--- src/core/wdg_defs.svh ---
/*
 Constants of the watchdog block: register offsets, bit positions, field
 limits and timing figures. Included by bare name from core files.
*/
`ifndef WDG_DEFS_SVH
`define WDG_DEFS_SVH
`define WDG_ADDR_W 4
`define WDG_OFF_CAUSE 4'h0
`define WDG_OFF_CTRL 4'h4
`define WDG_OFF_CMD 4'h8
`define WDG_CAUSE_POWERON 0
`define WDG_CAUSE_PIN 1
`define WDG_CAUSE_BROWNOUT 2
`define WDG_CAUSE_DOG 3
`define WDG_CTRL_PSC0 0
`define WDG_CTRL_PSC1 1
`define WDG_CTRL_PSC2 2
`define WDG_CTRL_RST_EN 3
`define WDG_CTRL_CHG_EN 4
`define WDG_CTRL_PSC3 5
`define WDG_CTRL_IRQ_EN 6
`define WDG_CTRL_IRQ_FLAG 7
`define WDG_CMD_RESTART 0
`define WDG_CMD_VECTOR 1
`define WDG_CHG_WINDOW 3'h4
`define WDG_PSC_MAX 4'h9
`define WDG_BASE_CYCLES_LOG2 11
`define WDG_SYS_HZ 10000000
`define WDG_OSC_HZ 128000
`endif

--- src/core/wdg_pkg.sv ---
/*
 Types shared by the watchdog files.
 Assumes wdg_defs.svh is on the include path.
*/
`default_nettype none
package wdg_pkg;
   typedef struct packed {
      logic [7:0] dat;
      logic [3:0] adr;
      logic [3:0] sel;
      logic we;
   } wdg_req_type;
   typedef enum logic [2:0] {
      WDG_ST_IDLE = 3'b001,
      WDG_ST_ACK = 3'b010,
      WDG_ST_GAP = 3'b100
   } wdg_bus_state_type;
endpackage
`default_nettype wire

--- src/core/wdg_ticker.sv ---
/*
 Oscillator tick generator: divides the system clock to one-cycle enable
 pulses at the watchdog oscillator rate.
 Assumes a single free-running system clock.
*/
`timescale 1ns/1ns
`default_nettype none
`include "wdg_defs.svh"
module wdg_ticker #(
   parameter int SYS_HZ = `WDG_SYS_HZ,
   parameter int OSC_HZ = `WDG_OSC_HZ
) (
   input wire logic i_clk_sys,
   input wire logic i_rst,
   output logic o_tick
);
   // Integer division loses some rate; exact oscillator accuracy is not kept.
   localparam int DIV = (SYS_HZ / OSC_HZ < 1) ? 1 : SYS_HZ / OSC_HZ;
   logic [7:0] cnt;
   logic [7:0] next_cnt;
   logic next_tick;
   always_comb begin
      next_tick = (cnt == 8'(DIV - 1));
      next_cnt = next_tick ? 8'h00 : cnt + 8'h01;
   end
   always_ff @(posedge i_clk_sys or posedge i_rst) begin
      if (i_rst) begin
         cnt <= 8'h00;
         o_tick <= 1'b0;
      end else begin
         cnt <= next_cnt;
         o_tick <= next_tick;
      end
   end
endmodule // wdg_ticker
`default_nettype wire

--- src/core/wdg_top.sv ---
/*
 Watchdog timer with reset-cause flags, reached over classic Wishbone.
 Assumes the surrounding reset logic reports reset causes as pulses and
 that the core signals restart and interrupt vectoring as pulses.
*/
`timescale 1ns/1ns
`default_nettype none
`include "wdg_defs.svh"
module wdg_top #(
   parameter int SYS_HZ = `WDG_SYS_HZ,
   parameter int OSC_HZ = `WDG_OSC_HZ,
   parameter int CNT_W = 21
) (
   input wire logic i_clk_sys,
   input wire logic i_rst,
   input wire logic i_poweron_rst,
   input wire logic i_brownout_rst,
   input wire logic i_pin_rst,
   input wire logic i_always_on_fuse,
   input wire logic i_restart,
   input wire logic i_vector,
   input wire logic i_wb_cyc,
   input wire logic i_wb_stb,
   input wire logic i_wb_we,
   input wire logic [3:0] i_wb_adr,
   input wire logic [3:0] i_wb_sel,
   input wire logic [31:0] i_wb_dat,
   output logic [31:0] o_wb_dat,
   output logic o_wb_ack,
   output logic o_dog_irq,
   output logic o_dog_reset,
   output logic o_startup_start
);
   ////////////////////////////////////////////////////////////////////////
   logic poweron_s1, poweron_s2, brown_s1, brown_s2, pin_s1, pin_s2;
   logic fuse_s1, fuse_s2;
   logic osc_tick;
   wdg_pkg::wdg_req_type req;
   wdg_pkg::wdg_bus_state_type bus_st, next_bus_st;
   logic [3:0] cause, next_cause;
   logic irq_flag, next_irq_flag;
   logic irq_en, next_irq_en;
   logic rst_en_q, next_rst_en_q;
   logic [3:0] psc, next_psc;
   logic [2:0] chg_cnt, next_chg_cnt;
   logic [CNT_W-1:0] cnt, next_cnt;
   logic next_dog_reset, next_startup, next_irq_out;
   logic [31:0] next_rdat;
   logic next_ack;
   logic wr_cause, wr_ctrl, wr_cmd, take;
   logic eff_rst_en, eff_irq_en, expire, chg_open;
   logic [CNT_W-1:0] limit;

   // Pin-side levels pass two flip-flops before any use.
   // The fuse is a level too, so it is treated like any other pin.
   always_ff @(posedge i_clk_sys or posedge i_rst) begin
      if (i_rst) begin
         {poweron_s1, poweron_s2, brown_s1, brown_s2} <= 4'h0;
         {pin_s1, pin_s2, fuse_s1, fuse_s2} <= 4'h0;
      end else begin
         poweron_s1 <= i_poweron_rst;
         poweron_s2 <= poweron_s1;
         brown_s1 <= i_brownout_rst;
         brown_s2 <= brown_s1;
         pin_s1 <= i_pin_rst;
         pin_s2 <= pin_s1;
         fuse_s1 <= i_always_on_fuse;
         fuse_s2 <= fuse_s1;
      end
   end

   wdg_ticker #(
      .SYS_HZ(SYS_HZ),
      .OSC_HZ(OSC_HZ)
   ) u_ticker (
      .i_clk_sys(i_clk_sys),
      .i_rst(i_rst),
      .o_tick(osc_tick)
   );

   ////////////////////////////////////////////////////////////////////////
   // Wishbone slave: ack one cycle after the request, then one gap cycle.
   // The gap cycle keeps a held request from being taken a second time.
   always_comb begin
      req.dat = i_wb_dat[7:0];
      req.adr = i_wb_adr;
      req.sel = i_wb_sel;
      req.we = i_wb_we;
      take = (bus_st == wdg_pkg::WDG_ST_IDLE) && i_wb_cyc && i_wb_stb;
      wr_cause = take && req.we && req.sel[0] &&
         (req.adr == `WDG_OFF_CAUSE);
      wr_ctrl = take && req.we && req.sel[0] && (req.adr == `WDG_OFF_CTRL);
      wr_cmd = take && req.we && req.sel[0] && (req.adr == `WDG_OFF_CMD);
      next_ack = take;
      unique case (bus_st)
         wdg_pkg::WDG_ST_IDLE: next_bus_st = take ? wdg_pkg::WDG_ST_ACK :
            wdg_pkg::WDG_ST_IDLE;
         wdg_pkg::WDG_ST_ACK: next_bus_st = wdg_pkg::WDG_ST_GAP;
         wdg_pkg::WDG_ST_GAP: next_bus_st = wdg_pkg::WDG_ST_IDLE;
         default: next_bus_st = wdg_pkg::WDG_ST_IDLE;
      endcase
   end

   ////////////////////////////////////////////////////////////////////////
   // Mode decode, limit and expiry.
   // Effective enables combine the stored bits with the fuse; reset enable also with the dog flag.
   always_comb begin
      eff_rst_en = rst_en_q || cause[`WDG_CAUSE_DOG] || fuse_s2;
      eff_irq_en = irq_en && !fuse_s2;
      // 16 ms to 8 s range
      limit = CNT_W'(1) << (`WDG_BASE_CYCLES_LOG2 + 32'(psc));
      // stopped mode
      // A count already past a newly shortened limit expires on the next oscillator tick.
      expire = osc_tick && (eff_rst_en || eff_irq_en) &&
         (cnt >= limit - CNT_W'(1));
      chg_open = (chg_cnt != 3'h0);
   end

   ////////////////////////////////////////////////////////////////////////
   // Next state of the counter, flags and control bits.
   always_comb begin
      next_cnt = cnt;
      next_dog_reset = 1'b0;
      next_irq_flag = irq_flag;
      next_irq_en = irq_en;
      next_rst_en_q = rst_en_q;
      next_psc = psc;
      next_chg_cnt = chg_cnt;
      next_cause = cause;
      if (chg_open) begin
         next_chg_cnt = chg_cnt - 3'h1;
      end
      if (i_restart) begin
         next_cnt = '0;
      end else if (osc_tick && (eff_rst_en || eff_irq_en)) begin
         next_cnt = expire ? '0 : cnt + CNT_W'(1);
      end
      // Flag writes: software may clear, hardware event wins the same cycle.
      if (wr_cause) begin
         next_cause = cause & req.dat[3:0];
      end
      if (wr_ctrl && req.dat[`WDG_CTRL_IRQ_FLAG]) begin
         next_irq_flag = 1'b0;
      end
      if (wr_ctrl) begin
         next_irq_en = req.dat[`WDG_CTRL_IRQ_EN];
         // unlock needs change and reset enable together
         if (req.dat[`WDG_CTRL_CHG_EN] && req.dat[`WDG_CTRL_RST_EN]) begin
            next_chg_cnt = `WDG_CHG_WINDOW;
            next_rst_en_q = 1'b1;
         end else if (chg_open && !req.dat[`WDG_CTRL_CHG_EN]) begin
            next_rst_en_q = req.dat[`WDG_CTRL_RST_EN] ||
               cause[`WDG_CAUSE_DOG];
            next_psc = {req.dat[`WDG_CTRL_PSC3], req.dat[`WDG_CTRL_PSC2],
               req.dat[`WDG_CTRL_PSC1], req.dat[`WDG_CTRL_PSC0]};
            next_chg_cnt = 3'h0;
         end else if (req.dat[`WDG_CTRL_RST_EN]) begin
            next_rst_en_q = 1'b1;
         end
      end
      // Reserved prescaler codes saturate at the longest period.
      if (next_psc > `WDG_PSC_MAX) begin
         next_psc = `WDG_PSC_MAX;
      end
      if ((wr_cmd && req.dat[`WDG_CMD_VECTOR]) || i_vector) begin
         next_irq_flag = 1'b0;
         if (eff_rst_en) begin
            next_irq_en = 1'b0;
         end
      end
      if (expire && eff_irq_en) begin
         next_irq_flag = 1'b1;
      end
      if (expire && eff_rst_en && !eff_irq_en) begin
         next_dog_reset = 1'b1;
         next_cause[`WDG_CAUSE_DOG] = 1'b1;
         next_rst_en_q = 1'b1;
      end
      if (wr_cmd && req.dat[`WDG_CMD_RESTART]) begin
         next_cnt = '0;
      end
      if (brown_s2) begin
         next_cause[`WDG_CAUSE_BROWNOUT] = 1'b1;
      end
      if (pin_s2) begin
         next_cause[`WDG_CAUSE_PIN] = 1'b1;
      end
      if (poweron_s2) begin
         next_cause = 4'h1;
      end
      next_startup = o_dog_reset && !next_dog_reset;
      next_irq_out = next_irq_flag && next_irq_en && !fuse_s2;
      // Read data stand only in the answer cycle and are zero otherwise.
      next_rdat = 32'h0;
      if (take) begin
         unique case (req.adr)
            `WDG_OFF_CAUSE: next_rdat = {28'h0, cause};
            `WDG_OFF_CTRL: next_rdat = {24'h0, irq_flag, eff_irq_en, psc[3],
               chg_open, eff_rst_en, psc[2:0]};
            default: next_rdat = 32'h0;
         endcase
      end
   end

   ////////////////////////////////////////////////////////////////////////
   // Bus answer registers.
   always_ff @(posedge i_clk_sys or posedge i_rst) begin
      if (i_rst) begin
         bus_st <= wdg_pkg::WDG_ST_IDLE;
         o_wb_ack <= 1'b0;
         o_wb_dat <= 32'h0;
      end else begin
         bus_st <= next_bus_st;
         o_wb_ack <= next_ack;
         o_wb_dat <= next_rdat;
      end
   end

   // Status and control registers.
   // The async reset is the logic's own power-up and clears the cause flags.
   always_ff @(posedge i_clk_sys or posedge i_rst) begin
      if (i_rst) begin
         cause <= 4'h0;
         irq_flag <= 1'b0;
         irq_en <= 1'b0;
         rst_en_q <= 1'b0;
         psc <= 4'h0;
         chg_cnt <= 3'h0;
      end else begin
         cause <= next_cause;
         irq_flag <= next_irq_flag;
         irq_en <= next_irq_en;
         rst_en_q <= next_rst_en_q;
         psc <= next_psc;
         chg_cnt <= next_chg_cnt;
      end
   end

   // Counter and event outputs. Every output leaves a flip-flop, so each
   // pulse follows its cause by one cycle.
   always_ff @(posedge i_clk_sys or posedge i_rst) begin
      if (i_rst) begin
         cnt <= '0;
         o_dog_reset <= 1'b0;
         o_startup_start <= 1'b0;
         o_dog_irq <= 1'b0;
      end else begin
         cnt <= next_cnt;
         o_dog_reset <= next_dog_reset;
         o_startup_start <= next_startup;
         o_dog_irq <= next_irq_out;
      end
   end
endmodule // wdg_top
`default_nettype wire

--- config.mk ---
export PLATFORM = sky130hd
export DESIGN_NAME = wdg_top
export DESIGN_NICKNAME = d
export VERILOG_FILES = /design/src/core/wdg_pkg.sv /design/src/core/wdg_ticker.sv /design/src/core/wdg_top.sv
export VERILOG_INCLUDE_DIRS = /design/src /design/src/core
export SDC_FILE = /design/constraint.sdc
export NUM_CORES = 1
export LEC_CHECK = 0
export BUFFER_PORTS_ARGS = -buffer_cell sky130_fd_sc_hd__buf_4
export CELL_PAD_IN_SITES_DETAIL_PLACEMENT = 0
export CELL_PAD_IN_SITES_GLOBAL_PLACEMENT = 1
export CORE_MARGIN = 5
export CORE_UTILIZATION = 38
export CTS_BUF_LIST = sky130_fd_sc_hd__clkbuf_4 sky130_fd_sc_hd__clkbuf_8
export DETAILED_ROUTE_END_ITERATION = 8
export PLACE_DENSITY_LB_ADDON = 0.12
export SLEW_MARGIN = 25
export SYNTH_ARGS = -nofsm -noshare
export SYNTH_HDL_FRONTEND = slang
export SYNTH_SLANG_ARGS = --single-unit
--- constraint.sdc ---
create_clock -name i_clk_sys -period 2.77 [get_ports i_clk_sys]
set_clock_uncertainty 0.05 [all_clocks]
set_input_delay 0.277 -clock i_clk_sys [delete_from_list [all_inputs] [get_ports i_clk_sys]]
set_output_delay 0.277 -clock i_clk_sys [all_outputs]
set_load 0.02 [all_outputs]
==> flow_metrics.tcl, run 1 <==
set metrics [dict create \
    grt_pass1_vias 3201 \
    rows 37 \
    gr-usage-all-layers 0.159 \
    layout_setup_ws_ns 0.0818 \
    root_buffer "clkbuf_8" \
    maxCapViolCount 0 \
    fin_crit_ns 2.69 \
    ys_seq_area_frac 0.424 \
    synth_enable_flop_cells 0 \
    synth_ff_type "dfrtp_1" \
    crit_buf_inv 1 \
    seq_power_share 0.418 \
    synth_cells 427 \
    synth.most_common_cell "dfrtp_1" \
    die_h_um 112 \
    hold_depth 2 \
    r2r.worst_path.cells 12 \
    clock_latency_ns 0.35 \
    synth_top_area_frac 0.417 \
    crit_path_cell_trace "or2_4 -> nand2_2 -> o21ai_1 -> nand2_1 -> ha_4 -> nand4_4 -> nor4_4 -> o311ai_4 -> nand4_4 -> buf_6 -> nand4_1 -> and2_1" \
    nNetsFinal 581 \
    cp_top_family "simple AND/OR/NAND/NOR gates" \
    pwr-share-comb 0.258 \
    place_hpwl_um 7220 \
    power_frac_clock 0.323 \
    drc_errors 0 \
    core_area_um2 10200 \
    clk_pin_slew_ns 0.08 \
    fmax_mhz 372 \
    grt_pass1_wl_um 16000 \
    antenna_found_initial 0 \
    dieArea_um2 12600 \
    tritoncts "built" \
    place_ws_ns -0.138 \
    yosys_warnings 0 \
    cp.arrival_ns 2.88 \
    maxSlewViolCount 0 \
    cts_buffers 9 \
    fillers 974 \
    htreeDepth 3 \
    synth_area_um2 3960 \
    syn_avg_cell_area_um2 9.27 \
    cts_buffer_depth 2 \
    p_per_area_nw_per_um2 523 \
    tightestPinTransition_ns 0.664 \
    setup_viol 0 \
    power.internal_mw 1.75 \
    peakVddDrop_uv 207 \
    gp_congestion 0.782 \
    grt_remaining_overflow 0 \
    p_switching_mw 0.822 \
    cp_data_required_time_ns 2.96 \
    path_class "flip-flop to flip-flop" \
    worstHoldPathType "input pin to flip-flop" \
    drt_wl_total_um 9680 \
    crit_path_end_kind "flip-flop" \
    diodes 0 \
    crit_path_start_kind "flip-flop" \
    path_depth 12 \
    clock-sinks 67 \
    rsz0062_at_grt "yes" \
    drive_gt1_frac 0.238 \
    area_growth_pct 24.4 \
    io_pins 87 \
    ys_async_sr_fraction 1.00 \
    ant_nets 0 \
    ys_ff_latch 67 \
    outcome "finished, final reports clean" \
    p_sw_frac 0.319 \
    tns_ns 0 \
    ys_types 53 \
    synthTopCellsByArea "dfrtp_1 42%, ha_1 8.5%, buf_4 4.6%, nor2_1 4.4%, nand2_1 3.6%" \
    start_util 0.387 \
    drtPass1Iterations 6 \
    synthTopCellsByCount "66 x dfrtp_1, 46 x nor2_1, 38 x nand2_1, 27 x ha_1, 24 x buf_4" \
    avgRoutedWirePerCell_um 15.0 \
    power.leakage_nw 2.28 \
    utilization 0.481 \
    num_vias 3322 \
    holdWs_ns 0.140 \
    cp_max_fo 5 \
    io_buffers 35 \
    grt_max_degree 25 \
    slowest_delay_ns 0.44 \
    cp_slowest_cell "dfrtp_2" \
    cp_common_cell "nand4_4" \
    slew_headroom 0.557 \
    hold_viol 0 \
    via_per_inst 5.16 \
    drt-initial-drc-count 172 \
    synth_top_area_cell "dfrtp_1" \
    die_w_um 112 \
    post-route-period-util 0.970 \
]
-- flip-flops by register name (all words and copies together), names as in the netlist, 3 cells and up --
name	flops
bus_st	3
u_ticker.cnt	8
cnt	21
psc	4
chg_cnt	3
cause	4
o_wb_dat	8
-- area by class of cell --
| class | instances | area, um2 | area share |
|---|---|---|---|
| inverter | 21 | 78.8 | 0.0160 |
| tap | 136 | 170 | 0.0346 |
| multi-input combinational | 333 | 2230 | 0.452 |
| clock inverter | 7 | 76.3 | 0.0155 |
| timing repair buffer | 71 | 568 | 0.115 |
| clock buffer | 9 | 124 | 0.0252 |
| sequential | 67 | 1680 | 0.341 |
-- path summary, 6_finish.rpt --
check                             startpoint                         to  slack [ns]
max reg2reg                 psc[1]$_DFF_PP0_  o_startup_start$_DFF_PP0_        0.08
min                              i_wb_dat[5]           psc[3]$_DFF_PP0_        0.14
min reg2reg                fuse_s1$_DFF_PP0_          fuse_s2$_DFF_PP0_        0.30
min in group asynchronous              i_rst         cnt[4]$_DFFE_PP0P_        0.45
max                         psc[1]$_DFF_PP0_  o_startup_start$_DFF_PP0_        0.08
max in group asynchronous              i_rst           psc[1]$_DFF_PP0_        1.48
-- power groups by stage --
stage	clock, mW	combinational, mW	sequential, mW
after global routing	0.910	0.752	1.09
after floorplan	0	0.404	1.09
final	0.833	0.665	1.08
after detailed placement	0	0.558	1.10
after CTS	0.865	0.614	1.08
after global placement	0	0.553	1.10
-- cells by family after synthesis --
logic type | Yosys count | synth area share
flip-flops | 67 | 0.424
buffers and inverters | 56 | 0.0784
other | 2 | 0.00190
multiplexers | 8 | 0.0206
AO/OA/AOI/OAI | 86 | 0.144
AND/OR/NAND/NOR | 175 | 0.232
XOR/XNOR | 6 | 0.0133
adder cells (fa/ha/maj) | 27 | 0.0854
-- metrics by stage --
step                area, um2  std cells  total power [mW]
floorplan                4070        456              1.50
global placement         4450        617              1.65
detailed placement       4450        617              1.65
CTS                      4760        641              2.56
global route             4920        644              2.75
finish                   4920        644              2.57
-- placed cells by master, fill, tap and decap left out, types with 4 or more instances in the layout --
| master | count |
|---|---|
| mux2i_1 | 7 |
| o31ai_1 | 4 |
| ha_1 | 26 |
| nand4_1 | 8 |
| nand2b_1 | 8 |
| a21oi_1 | 20 |
| o21ai_0 | 13 |
| dfrtp_1 | 65 |
| dlygate4sd3_1 | 5 |
| nand3_1 | 21 |
| inv_1 | 19 |
| and4_1 | 4 |
| a22o_1 | 4 |
| conb_1 | 31 |
| and3_1 | 7 |
| buf_4 | 60 |
| nor2_1 | 45 |
| nand2_1 | 37 |
| o2bb2ai_1 | 6 |
| nor3_2 | 4 |
| clkbuf_8 | 9 |
| a31oi_1 | 9 |
| nor3_1 | 10 |
| buf_6 | 6 |
-- metal layers --
layer | vias up | global-route usage | share of wire
met1 | 1601 | 0.212 | 0.46
li1 | 1627 | - | -
met5 | - | 0 | 0
met4 | 0 | 0.0545 | 0.019
met3 | 17 | 0.0420 | 0.055
met2 | 77 | 0.253 | 0.46
-- repair_timing --
action | 4_1_cts | 5_1_grt
resized for setup | 9 | 29
hold buffers | 5 | 0
pin swaps | 9 | 25
buffers inserted | 3 | 3
setup endpoints to repair | 25 | 21
cloned | 0 | 0
endpoints found under the hold margin | 24 | 0
(Power assumes the default switching activity.)
==> inputs of run 2 (changes only) <==
Settings changed: CELL_PAD_IN_SITES_DETAIL_PLACEMENT 0 to default, CELL_PAD_IN_SITES_GLOBAL_PLACEMENT 1 to default, CORE_UTILIZATION 38 to 40.
Clock period 2.77 ns to 2.29 ns, I/O delays scaled along.
==> flow_metrics.tcl, run 2 (synthesis gave the netlist of run 1 again) <==
set metrics [dict create \
    avgRoutedWirePerCell_um 15.1 \
    multiInputGateArea_um2 2460 \
    drt-initial-drc-count 104 \
    clock_latency_ns 0.35 \
    rsz0062_at_grt "yes" \
    top_regs "cnt (21), o_wb_dat (8), u_ticker.cnt (8)" \
    utilization 0.556 \
    post-route-period-util 1.14 \
    slew_headroom 0.516 \
    setup_viol 27 \
    tightestPinTransition_ns 0.724 \
    cp_max_fo 5 \
    htreeDepth 3 \
    nNetsFinal 602 \
    num_vias 3347 \
    area_growth_pct 36.6 \
    fillers 900 \
    grt_pass1_vias 3349 \
    drive_gt1_frac 0.316 \
    grt_pass1_wl_um 16200 \
    crit_path_start_kind "flip-flop" \
    largest_reg_flops 21 \
    ant_nets 0 \
    fmax_mhz 384 \
    seq_power_share 0.385 \
    maxCapViolCount 0 \
    worstReg2RegStart "psc[1]$_DFF_PP0_" \
    grt_max_degree 36 \
    layout_setup_ws_ns -0.311 \
    maxSlewViolCount 0 \
    power_frac_clock 0.341 \
    gp_congestion 0.848 \
    tritoncts "built" \
    p_switching_mw 1.01 \
    pwr-share-comb 0.273 \
    core_area_um2 9730 \
    holdWs_ns 0.0893 \
    finish.instance_area_um2 5410 \
    cp_data_required_time_ns 2.47 \
    crit_end "cnt[18]$_DFFE_PP0P_" \
    drt_wl_total_um 9970 \
    antenna_found_initial 0 \
    clk_pin_slew_ns 0.08 \
    ff2ff_setup_slack_ns -0.31 \
    die_h_um 109 \
    crit_path_end_kind "flip-flop" \
    start_util 0.407 \
    p_per_area_nw_per_um2 624 \
    r2r.worst_path.cells 9 \
    gr-usage-all-layers 0.174 \
    path_class "flip-flop to flip-flop" \
    regMostFlops "cnt" \
    fin_crit_ns 2.60 \
    violations "setup timing" \
    final_common_cell "buf_4" \
    die_w_um 109 \
    worstReg2RegEnd "cnt[18]$_DFFE_PP0P_" \
    clock-sinks 67 \
    p_sw_frac 0.301 \
    via_per_inst 5.06 \
    worstHoldPathType "input pin to flip-flop" \
    drtPass1Iterations 4 \
    place_hpwl_um 7240 \
    slowest_delay_ns 0.45 \
    cp_slowest_cell "dfrtp_2" \
    hold_viol 0 \
    crit_start "psc[1]$_DFF_PP0_" \
    drc_errors 0 \
    root_buffer "clkbuf_8" \
    seqCellArea_um2 1680 \
    power.internal_mw 2.36 \
    grt_remaining_overflow 0 \
    cts_buffers 9 \
    mostFrequentLayoutCells "75 x buf_4, 65 x dfrtp_1, 45 x nor2_1, 36 x nand2_1, 31 x conb_1" \
    cts_buffer_depth 2 \
    crit_path_cell_trace "or2_4 -> o21ai_2 -> ha_4 -> nand4_4 -> nor4_4 -> o311ai_4 -> and4_4 -> a32o_1 -> a31o_1" \
    power.leakage_nw 2.48 \
    io_buffers 35 \
    dieArea_um2 12000 \
    outcome "finished with violations" \
    cp.arrival_ns 2.78 \
    diodes 0 \
    rows 36 \
    peakVddDrop_uv 371 \
    dpl_cell_area_um2 4660 \
    io_pins 87 \
]
[run 2: cell types whose count changed in the layout (fill, tap and decap cells not counted), sizes merged]
| cell | change |
|---|---|
| clkbuf | +3 |
| clkinv | -2 |
| buf | +20 |
| inv | -1 |
| bufinv | +1 |
[run 2: how the worst min path moves through the flow]
stage	startpoint	to	slack, ns	cells after the start
after detailed placement	i_rst	fuse_s1$_DFF_PP0_	0.26	2
after global routing	i_wb_dat[5]	psc[3]$_DFF_PP0_	0.09	2
after global placement	i_rst	fuse_s1$_DFF_PP0_	0.25	2
final	i_wb_dat[5]	psc[3]$_DFF_PP0_	0.09	2
after floorplan	i_brownout_rst	brown_s1$_DFF_PP0_	0.21	0
after CTS	i_wb_dat[5]	psc[3]$_DFF_PP0_	0.08	2
[run 2: through the flow]
step	setup TNS [ns]	cells	setup WS (ns)	power [mW]
floorplan	-3.26	456	-0.274	1.85
global placement	-6.86	633	-0.342	2.05
detailed placement	-9.25	633	-0.485	2.06
CTS	-6.76	659	-0.343	3.33
global route	-10.43	662	-0.457	3.58
finish	-6.70	662	-0.311	3.38
[run 2: what timing repair did]
item,4_1_cts,5_1_grt
gates resized for setup,37,33
gates cloned,0,1
setup endpoints to repair,27,29
pin swaps,16,15
endpoints found under the hold margin,25,0
setup buffers,5,2
hold buffers,5,0
[run 2: metal layers]
metal / vias to the layer above / part of all wire / global-route usage
met1: 1598 / 0.45 / 0.229
met5: - / 0 / 0
met4: 0 / 0.014 / 0.0552
met2: 68 / 0.49 / 0.288
met3: 14 / 0.045 / 0.0335
li1: 1667 / - / -
[run 2: worst max-delay path, delay by kind of cell, from the launching register on]
family,cells,cell delay (ns)
and+or+nand+nor,4,1.03
AOI/OAI and AO/OA,4,0.80
DFF,1,0.45
adders and majority gates,1,0.16
[run 2: final cells by class]
cell class | instances | area share
clock buffers | 11 | 0.0280
clock inverters | 5 | 0.0155
inverters | 21 | 0.0146
multi-input cells | 333 | 0.455
flip-flops and latches | 67 | 0.311
well taps | 133 | 0.0308
repair buffers | 92 | 0.146
[run 2: power by group through the flow]
stage | Sequential, mW | Clock (mW) | Combinational [mW]
3_3_place_gp | 1.32 | 0 | 0.729
4_1_cts | 1.30 | 1.18 | 0.852
2_1_floorplan | 1.32 | 0 | 0.529
6_report | 1.30 | 1.15 | 0.923
5_1_grt | 1.31 | 1.24 | 1.03
3_5_place_dp | 1.32 | 0 | 0.737
